**src/verilog/ulb_pkg.sv**
```systemverilog
/*
  Shared constants for both ends of the ULPI-style synchronous bus.
  Assumes both ends run on one system clock and the link clock is sampled.
*/
// Notes on behaviour
// - phy keeps direction low by default
// - direction high only for rx, status, reads, power-up, reset, suspend
// - direction high during power-up, reset, suspend
// - chip select high floats direction and next
// - link stops every transmit and register write
// - stop during direction high drops direction next
// - stop ignored while chip deselected
// - next low default; requests link bytes
// - next high marks valid phy data byte
// - next low for read data, status byte
// - phy makes interface clock, bus synchronous
// - link selects at most one mode
// - phy starts in synchronous mode
// - link acts on interface clock edges
// - link idles zero, starts with nonzero command
// - one turnaround cycle per direction change
// - next high data, next low status
// - read data with direction high, next low
// - other modes use fixed line directions
// - link stop high one cycle after last byte
// - link sends reset command after clock start
// - stop held high wakes phy to sync
package ulb_pkg;
  localparam int unsigned CLK_HZ = 20000000;
  localparam int unsigned LINK_CLK_DIV = 4;
  localparam logic [7:0] IDLE_BYTE = 8'h00;
  localparam logic [1:0] CMD_TX = 2'h1;
  localparam logic [1:0] CMD_REG_WR = 2'h2;
  localparam logic [1:0] CMD_REG_RD = 2'h3;
  localparam logic [7:0] RESET_CMD = 8'h84;
  localparam logic [7:0] LOWPOWER_OUT = 8'h00;
  localparam logic [2:0] MODE_SYNC = 3'h0;
  localparam logic [2:0] MODE_LOWPOWER = 3'h1;
  localparam logic [2:0] MODE_SERIAL6 = 3'h2;
  localparam logic [2:0] MODE_SERIAL3 = 3'h4;
  localparam logic [7:0] SERIAL_OUT_MASK = 8'hf8;
endpackage

```
**src/verilog/ulb_bus_if.sv**
```systemverilog
/*
  Bus wires between the phy end and the link end.
  Assumes the bench resolves the data lines from the two enables.
*/
`timescale 1ns/10ps
interface ulb_bus_if;
  logic link_clk;
  logic dir;
  logic dir_oe;
  logic nxt;
  logic nxt_oe;
  logic stp;
  logic [7:0] phy_data;
  logic phy_data_oe;
  logic [7:0] link_data;
  logic link_data_oe;
  logic [7:0] data;
  logic chip_sel_n;
  modport phy (output link_clk, output dir, output dir_oe, output nxt, output nxt_oe,
    input stp, output phy_data, output phy_data_oe, input data, input chip_sel_n);
  modport link (input link_clk, input dir, input nxt, output stp, output link_data,
    output link_data_oe, input data, output chip_sel_n);
endinterface

```
**src/verilog/ulb_phy_end.sv**
```systemverilog
/*
  Phy end: makes the interface clock, owns direction and next.
  Assumes link keeps its side of stop, idle zero and release.
*/
`timescale 1ns/10ps
module ulb_phy_end (
  input wire logic clk_in,
  input wire logic rst_in,
  ulb_bus_if.phy bus,
  input wire logic suspend_in,
  input wire logic rx_valid_in,
  input wire logic [7:0] rx_data_in,
  input wire logic rx_last_in,
  input wire logic stat_req_in,
  input wire logic [7:0] stat_in,
  input wire logic [7:0] reg_rd_in,
  input wire logic [2:0] mode_in,
  input wire logic [7:0] serial_tx_in,
  output logic rx_take_out,
  output logic [7:0] tx_byte_out,
  output logic tx_byte_valid_out,
  output logic tx_end_out,
  output logic [2:0] mode_out,
  output logic aborted_out
);
  typedef enum {ST_PWRUP, ST_IDLE, ST_TXRX, ST_TURN_UP, ST_RX, ST_STAT, ST_RDATA, ST_TURN_DN, ST_LOWPWR} ulb_phy_e;
  ulb_phy_e state;
  logic [1:0] div;
  logic clk_lvl;
  logic clk_rise;
  logic [2:0] cs_s;
  logic [2:0] cs_r;
  logic cs_n;
  logic stp_q;
  logic [7:0] data_m;
  logic nxt_p;
  logic rx_done;
  logic [7:0] data_q;
  logic rd_pend;
  logic stat_pend;
  logic dir;
  logic nxt;
  logic [7:0] dout;
  logic doe;

  //////////////////////////////////////////////////////////////////////////////
  // interface clock from divider
  always_ff @(posedge clk_in) begin
    if (rst_in) begin
      div <= 2'h0;
      clk_lvl <= 1'b0;
    end else begin
      div <= div + 2'h1;
      if (div == 2'h1) clk_lvl <= 1'b1;
      if (div == 2'h3) clk_lvl <= 1'b0;
    end
  end
  assign clk_rise = (div == 2'h1);
  assign bus.link_clk = clk_lvl;

  //////////////////////////////////////////////////////////////////////////////
  // inputs through two flops
  ulb_edge_sync #(.W(3)) u_sync (
    .clk_in(clk_in),
    .rst_in(rst_in),
    .async_in({bus.chip_sel_n, bus.stp, 1'b0}),
    .sync_out(cs_s),
    .rise_out(cs_r)
  );
  assign cs_n = cs_s[2];
  always_ff @(posedge clk_in) begin
    if (rst_in) begin
      data_m <= ulb_pkg::IDLE_BYTE;
      data_q <= ulb_pkg::IDLE_BYTE;
    end else begin
      data_m <= bus.data;
      data_q <= data_m;
    end
  end
  assign stp_q = cs_s[1] & ~cs_n;

  //////////////////////////////////////////////////////////////////////////////
  // bus state machine
  always_ff @(posedge clk_in) begin
    if (rst_in) begin
      state <= ST_PWRUP;
      mode_out <= ulb_pkg::MODE_SYNC;
      dir <= 1'b1;
      nxt <= 1'b0;
      rd_pend <= 1'b0;
      stat_pend <= 1'b0;
      tx_byte_out <= ulb_pkg::IDLE_BYTE;
      tx_byte_valid_out <= 1'b0;
      tx_end_out <= 1'b0;
      rx_take_out <= 1'b0;
      aborted_out <= 1'b0;
      dout <= ulb_pkg::IDLE_BYTE;
      doe <= 1'b0;
      nxt_p <= 1'b0;
      rx_done <= 1'b0;
    end else begin
      tx_byte_valid_out <= 1'b0;
      tx_end_out <= 1'b0;
      rx_take_out <= 1'b0;
      aborted_out <= 1'b0;
      if (stat_req_in) stat_pend <= 1'b1;
      if (clk_rise) begin
        // link answers to nxt reach us two link cycles later
        nxt_p <= nxt;
        case (state)
          ST_PWRUP: begin
            state <= ST_TURN_DN;
            mode_out <= ulb_pkg::MODE_SYNC;
          end
          ST_IDLE: begin
            nxt <= 1'b0;
            dir <= 1'b0;
            if (suspend_in) begin
              state <= ST_LOWPWR;
              dir <= 1'b1;
              mode_out <= mode_in;
            end else if (data_q != ulb_pkg::IDLE_BYTE) begin
              state <= ST_TXRX;
              nxt <= 1'b1;
              rd_pend <= (data_q[7:6] == ulb_pkg::CMD_REG_RD);
              tx_byte_out <= data_q;
              tx_byte_valid_out <= 1'b1;
            end else if (rx_valid_in || stat_pend) begin
              state <= ST_TURN_UP;
              dir <= 1'b1;
            end
          end
          ST_TXRX: begin
            if (stp_q) begin
              nxt <= 1'b0;
              tx_end_out <= 1'b1;
              state <= ST_IDLE;
            end else if (rd_pend) begin
              nxt <= 1'b0;
              dir <= 1'b1;
              state <= ST_TURN_UP;
            end else if (nxt_p) begin
              tx_byte_out <= data_q;
              tx_byte_valid_out <= 1'b1;
            end
          end
          ST_TURN_UP: begin
            if (stp_q) begin
              dir <= 1'b0;
              aborted_out <= 1'b1;
              state <= ST_TURN_DN;
            end else if (rd_pend) begin
              state <= ST_RDATA;
              dout <= reg_rd_in;
              doe <= 1'b1;
            end else if (rx_valid_in) begin
              state <= ST_RX;
              nxt <= 1'b1;
              rx_take_out <= 1'b1;
              dout <= rx_data_in;
              doe <= 1'b1;
              rx_done <= rx_last_in;
            end else begin
              state <= ST_STAT;
              dout <= stat_in;
              doe <= 1'b1;
            end
          end
          ST_RX: begin
            if (stp_q || rx_done || !rx_valid_in) begin
              nxt <= 1'b0;
              dir <= 1'b0;
              doe <= 1'b0;
              aborted_out <= stp_q;
              state <= ST_TURN_DN;
            end else begin
              nxt <= 1'b1;
              rx_take_out <= 1'b1;
              dout <= rx_data_in;
              rx_done <= rx_last_in;
            end
          end
          ST_RDATA: begin
            rd_pend <= 1'b0;
            nxt <= 1'b0;
            dir <= 1'b0;
            doe <= 1'b0;
            state <= ST_TURN_DN;
          end
          ST_STAT: begin
            stat_pend <= stat_req_in;
            nxt <= 1'b0;
            dir <= 1'b0;
            doe <= 1'b0;
            state <= ST_TURN_DN;
          end
          ST_TURN_DN: begin
            dir <= 1'b0;
            state <= ST_IDLE;
          end
          ST_LOWPWR: begin
            if (stp_q) begin
              mode_out <= ulb_pkg::MODE_SYNC;
              dir <= 1'b0;
              doe <= 1'b0;
              state <= ST_TURN_DN;
            end else begin
              doe <= 1'b1;
              dout <= (mode_out == ulb_pkg::MODE_LOWPOWER) ? ulb_pkg::LOWPOWER_OUT
                : (serial_tx_in & ulb_pkg::SERIAL_OUT_MASK);
            end
          end
          default: state <= ST_IDLE;
        endcase
      end
    end
  end

  assign bus.dir = dir;
  assign bus.nxt = nxt;
  assign bus.dir_oe = ~cs_n;
  assign bus.nxt_oe = ~cs_n;
  assign bus.phy_data = dout;
  assign bus.phy_data_oe = doe & ~cs_n;
  logic unused;
  assign unused = cs_r[0] ^ cs_s[0];
endmodule

```
**src/verilog/ulb_edge_sync.sv**
```systemverilog
/*
  Two-flop synchroniser with rise detect for bus inputs.
  Assumes input is from another clock domain.
*/
`timescale 1ns/10ps
module ulb_edge_sync #(
  parameter int W = 1
) (
  input wire logic clk_in,
  input wire logic rst_in,
  input wire logic [W-1:0] async_in,
  output logic [W-1:0] sync_out,
  output logic [W-1:0] rise_out
);
  logic [W-1:0] meta;
  logic [W-1:0] prev;
  always_ff @(posedge clk_in) begin
    if (rst_in) begin
      meta <= '0;
      sync_out <= '0;
      prev <= '0;
    end else begin
      meta <= async_in;
      sync_out <= meta;
      prev <= sync_out;
    end
  end
  assign rise_out = sync_out & ~prev;
endmodule

```
**src/flat_wrapper.sv**
```systemverilog
// flat-port wrapper written by rule: the top's interface ports become plain ports
module ulb_phy_end_flat 
  (clk_in, rst_in, suspend_in, rx_valid_in, rx_data_in, rx_last_in, stat_req_in, stat_in, reg_rd_in, mode_in, serial_tx_in, rx_take_out, tx_byte_out, tx_byte_valid_out, tx_end_out, mode_out, aborted_out, bus_link_clk, bus_dir, bus_dir_oe, bus_nxt, bus_nxt_oe, bus_stp, bus_phy_data, bus_phy_data_oe, bus_data, bus_chip_sel_n);
  ulb_bus_if bus_i ();
  input wire logic clk_in;
  input wire logic rst_in;
  input wire logic suspend_in;
  input wire logic rx_valid_in;
  input wire logic [7:0] rx_data_in;
  input wire logic rx_last_in;
  input wire logic stat_req_in;
  input wire logic [7:0] stat_in;
  input wire logic [7:0] reg_rd_in;
  input wire logic [2:0] mode_in;
  input wire logic [7:0] serial_tx_in;
  output logic rx_take_out;
  output logic [7:0] tx_byte_out;
  output logic tx_byte_valid_out;
  output logic tx_end_out;
  output logic [2:0] mode_out;
  output logic aborted_out;
  output wire logic [$bits(bus_i.link_clk)-1:0] bus_link_clk;
  output wire logic [$bits(bus_i.dir)-1:0] bus_dir;
  output wire logic [$bits(bus_i.dir_oe)-1:0] bus_dir_oe;
  output wire logic [$bits(bus_i.nxt)-1:0] bus_nxt;
  output wire logic [$bits(bus_i.nxt_oe)-1:0] bus_nxt_oe;
  input wire logic [$bits(bus_i.stp)-1:0] bus_stp;
  output wire logic [$bits(bus_i.phy_data)-1:0] bus_phy_data;
  output wire logic [$bits(bus_i.phy_data_oe)-1:0] bus_phy_data_oe;
  input wire logic [$bits(bus_i.data)-1:0] bus_data;
  input wire logic [$bits(bus_i.chip_sel_n)-1:0] bus_chip_sel_n;
  assign bus_link_clk = bus_i.link_clk;
  assign bus_dir = bus_i.dir;
  assign bus_dir_oe = bus_i.dir_oe;
  assign bus_nxt = bus_i.nxt;
  assign bus_nxt_oe = bus_i.nxt_oe;
  assign bus_i.stp = bus_stp;
  assign bus_phy_data = bus_i.phy_data;
  assign bus_phy_data_oe = bus_i.phy_data_oe;
  assign bus_i.data = bus_data;
  assign bus_i.chip_sel_n = bus_chip_sel_n;
  ulb_phy_end u_core (.clk_in(clk_in), .rst_in(rst_in), .bus(bus_i), .suspend_in(suspend_in), .rx_valid_in(rx_valid_in), .rx_data_in(rx_data_in), .rx_last_in(rx_last_in), .stat_req_in(stat_req_in), .stat_in(stat_in), .reg_rd_in(reg_rd_in), .mode_in(mode_in), .serial_tx_in(serial_tx_in), .rx_take_out(rx_take_out), .tx_byte_out(tx_byte_out), .tx_byte_valid_out(tx_byte_valid_out), .tx_end_out(tx_end_out), .mode_out(mode_out), .aborted_out(aborted_out));
endmodule
```
**config.mk**
```make
export PLATFORM = sky130hd
export DESIGN_NAME = ulb_phy_end_flat
export DESIGN_NICKNAME = d
export VERILOG_FILES = /design/src/verilog/ulb_pkg.sv /design/src/verilog/ulb_bus_if.sv /design/src/verilog/ulb_phy_end.sv /design/src/verilog/ulb_edge_sync.sv /design/src/flat_wrapper.sv
export SDC_FILE = /design/constraint.sdc
export NUM_CORES = 1
export LEC_CHECK = 0
export BUFFER_PORTS_ARGS = -buffer_cell sky130_fd_sc_hd__buf_2
export CAP_MARGIN = 40
export CELL_PAD_IN_SITES_DETAIL_PLACEMENT = 0
export CELL_PAD_IN_SITES_GLOBAL_PLACEMENT = 1
export CORE_UTILIZATION = 38
export DETAILED_ROUTE_END_ITERATION = 6
export PLACE_DENSITY = 0.85
export SYNTH_ARGS = -nofsm -noshare
export SYNTH_HDL_FRONTEND = slang
export SYNTH_SLANG_ARGS = --single-unit
```
**constraint.sdc**
```tcl
create_clock -name clk_in -period 2.27 [get_ports clk_in]
set_clock_uncertainty 0.1 [all_clocks]
set_input_delay 0.454 -clock clk_in [delete_from_list [all_inputs] [get_ports clk_in]]
set_output_delay 0.454 -clock clk_in [all_outputs]
set_load 0.1 [all_outputs]
```
==> metrics <==
critical path launch point type flop; ys async rst share 0%; Yosys top cell area share 43.83%; pwr dens 771.4 nW/um^2; Cells after Synth 282; Die H 84.78 um; Fmax 461.7 MHz; worst reg-to-reg path cell count 5; Worst slew margin 57.47%; flops & latches, synth 57; antenna-violating nets left 0; drt wl/cell 14.42 um; Total Wirelength 6473 um; fin crit period 2.166 ns; clk buf depth 2; via count 2363; WP data arrival 2.31 ns; Die ar. 7187 sq um; Yosys cell types 55; Worst-path clk slew 0.08 ns; CTS tree built; violated checks DRC; Die Width 84.78 um; pin count of the biggest net entering global routing 39; Post-CTS Setup Inserts 0; sequential share of the synthesized area 43.83%; reg2reg end u_core.state[0]; port bufs 76; min setup slack post-route 0.1039 ns; aggregate global routing overflow 0; Crit-path slowest cell or4b_4; leading area contributor after synthesis dfxtp_1; Worst Hold Class in2reg; post-cts hold buffer count 0; WHS Path Cells 2; Max Slew Vio Count 0; Hold EP u_core.u_sync.meta[2]; I/O Pins 80; H-tree lvl count 3; Final GP Congestion 0.9414; Placed Instance Area 3114 sq um; cts repair resizes 0; worst hold start bus_chip_sel_n; Core Area 6495 sq um; DR pass1 iterations 7; Main synth FF type dfxtp_1; routed vias/inst 5.263; maximum vdd drop 0.5184 mV; RSZ-0062 raised after global routing no; worst-path cell chain or4b_4 > buf_4 > o311ai_4 > nor2_1 > o211a_1; Root Buffer clkbuf_8; worst-margin pin slew 0.6321 ns; GRT Total Usage 19.00%; first-pass GRT wire length 10570 um; layout cell share with drive strength beyond 1 33.33%; total CTS buffers 9; Clock Sinks 57; Final setup viols 0; Synth Cell Area 2604 sq um; Worst path max stage delay 0.60 ns; most frequent cells in the layout buf_2 (76), dfxtp_1 (57), nor2_1 (46); r2r setup slk 0.10 ns; critical path capture point type flop; DRC Markers 10; fin crit share 95.42%; Initial Utilization 40.09%; antenna cells 0; Crit Reg-Reg Startpoint u_core.state[3]; pre-CTS setup slack 0.1079 ns; final hold violation count 0; final net count 420; Layout area overhead 27.87%; Synth area leaders dfxtp_1 (44%), nor2_1 (6.6%), nor2b_1 (6.0%); Pwr Total 2568 uW; Syn Nets 335; CP required 2.41 ns; total of max-cap violations 0; dpl cells 433; Rows 29; status finished with violations; initial antenna violation count 0; most common cell after layout, fill and taps aside buf_2; synthesized area per cell 9.233 sq um; Warnings, synthesis 0; initial DRC count 164; worst skew pair latency 0.35 ns; Non-Filler Instances 449; vias in the first global route 2268; Max FO, Critical Path 13; TNS Setup 0 ns; leakage 0.001430 uW; EDFF count, synth 0; Setup CP Type reg2reg; HPWL after DPL 4758 um; Finished Cell Area 3329 sq um
[synth_stat cells, types with 5 or more instances]
| cell | number |
|---|---|
| a221oi_1 | 5 |
| dfxtp_1 | 57 |
| nand2_1 | 5 |
| mux2i_1 | 12 |
| clkbuf_1 | 11 |
| a22oi_1 | 10 |
| nand2b_1 | 7 |
| nor2b_1 | 25 |
| a211oi_1 | 11 |
| a21oi_1 | 12 |
| o21ai_0 | 5 |
| inv_1 | 7 |
| nor2_1 | 46 |
[layout make-up]
type / instances / area (sq um)
Clock buffer: 9 / 123.9
Clock inverter: 7 / 78.83
Fill cell: 622 / 3166
Inverter: 7 / 26.28
Multi-Input combinational cell: 198 / 1348
Sequential cell: 57 / 1141
Tap cell: 77 / 96.34
Timing Repair Buffer: 94 / 515.5
[power breakdown]
group	total (uW)	switching, uW	internal, uW
registers	1070	29.2	1040
logic	528	333	195
clock network	968	451	517
total	2570	813	1760
[per-layer routing]
layer	routed length, um	share of wire [%]	track usage (%)	vias to the layer above
li1	-	-	-	1184
met3	515	8.0	6.883	13
met2	2906	45	29.27	110
met4	109	1.7	7.858	0
met5	0	0	0	-
met1	2942	45	24.10	1056
[state kept, by name, summed over array words and instances (netlist names), 2 cells and up]
name                    flops
u_core.u_sync.meta          2
u_core.bus.phy_data         8
u_core.tx_byte_out          8
u_core.div                  2
u_core.mode_out             3
u_core.data_m               8
u_core.state                4
u_core.u_sync.sync_out      2
u_core.data_q               8
[logic make-up after synthesis]
group	share of synthesized area [%]
and+or+nand+nor	24.41
AOI/OAI and AO/OA	21.29
DFF	43.82
buffers and inverters	4.901
muxes	4.613
adders and majority gates	0.9609
[critical path: cells and delay by family (launching register included)]
kind / cells / cell delay (ns)
buffers and inverters: 1 / 0.18
and+or+nand+nor: 2 / 0.77
AOI/OAI and AO/OA: 2 / 0.56
DFF: 1 / 0.44
[per-stage QoR]
step | hold slack, ns | utilization, %
floorplan | 0.3138 | -
detailed placement | 0.3249 | 47.95
global placement | 0.3165 | 47.95
finish | 0.2146 | 51.26
global route | 0.2032 | 51.26
CTS | 0.2037 | 51.07
[worst max-delay path by stage]
stage / from / endpoint
final: u_core.state[3] / u_core.state[0]
after global routing: u_core.state[3] / u_core.tx_byte_out[6]
after CTS: u_core.state[3] / u_core.tx_byte_out[6]
after detailed placement: u_core.state[3] / u_core.tx_byte_out[1]
after global placement: u_core.state[3] / u_core.tx_byte_out[3]
after floorplan: u_core.doe / bus_phy_data_oe
No activity file was read; power rests on OpenSTA's default activity.
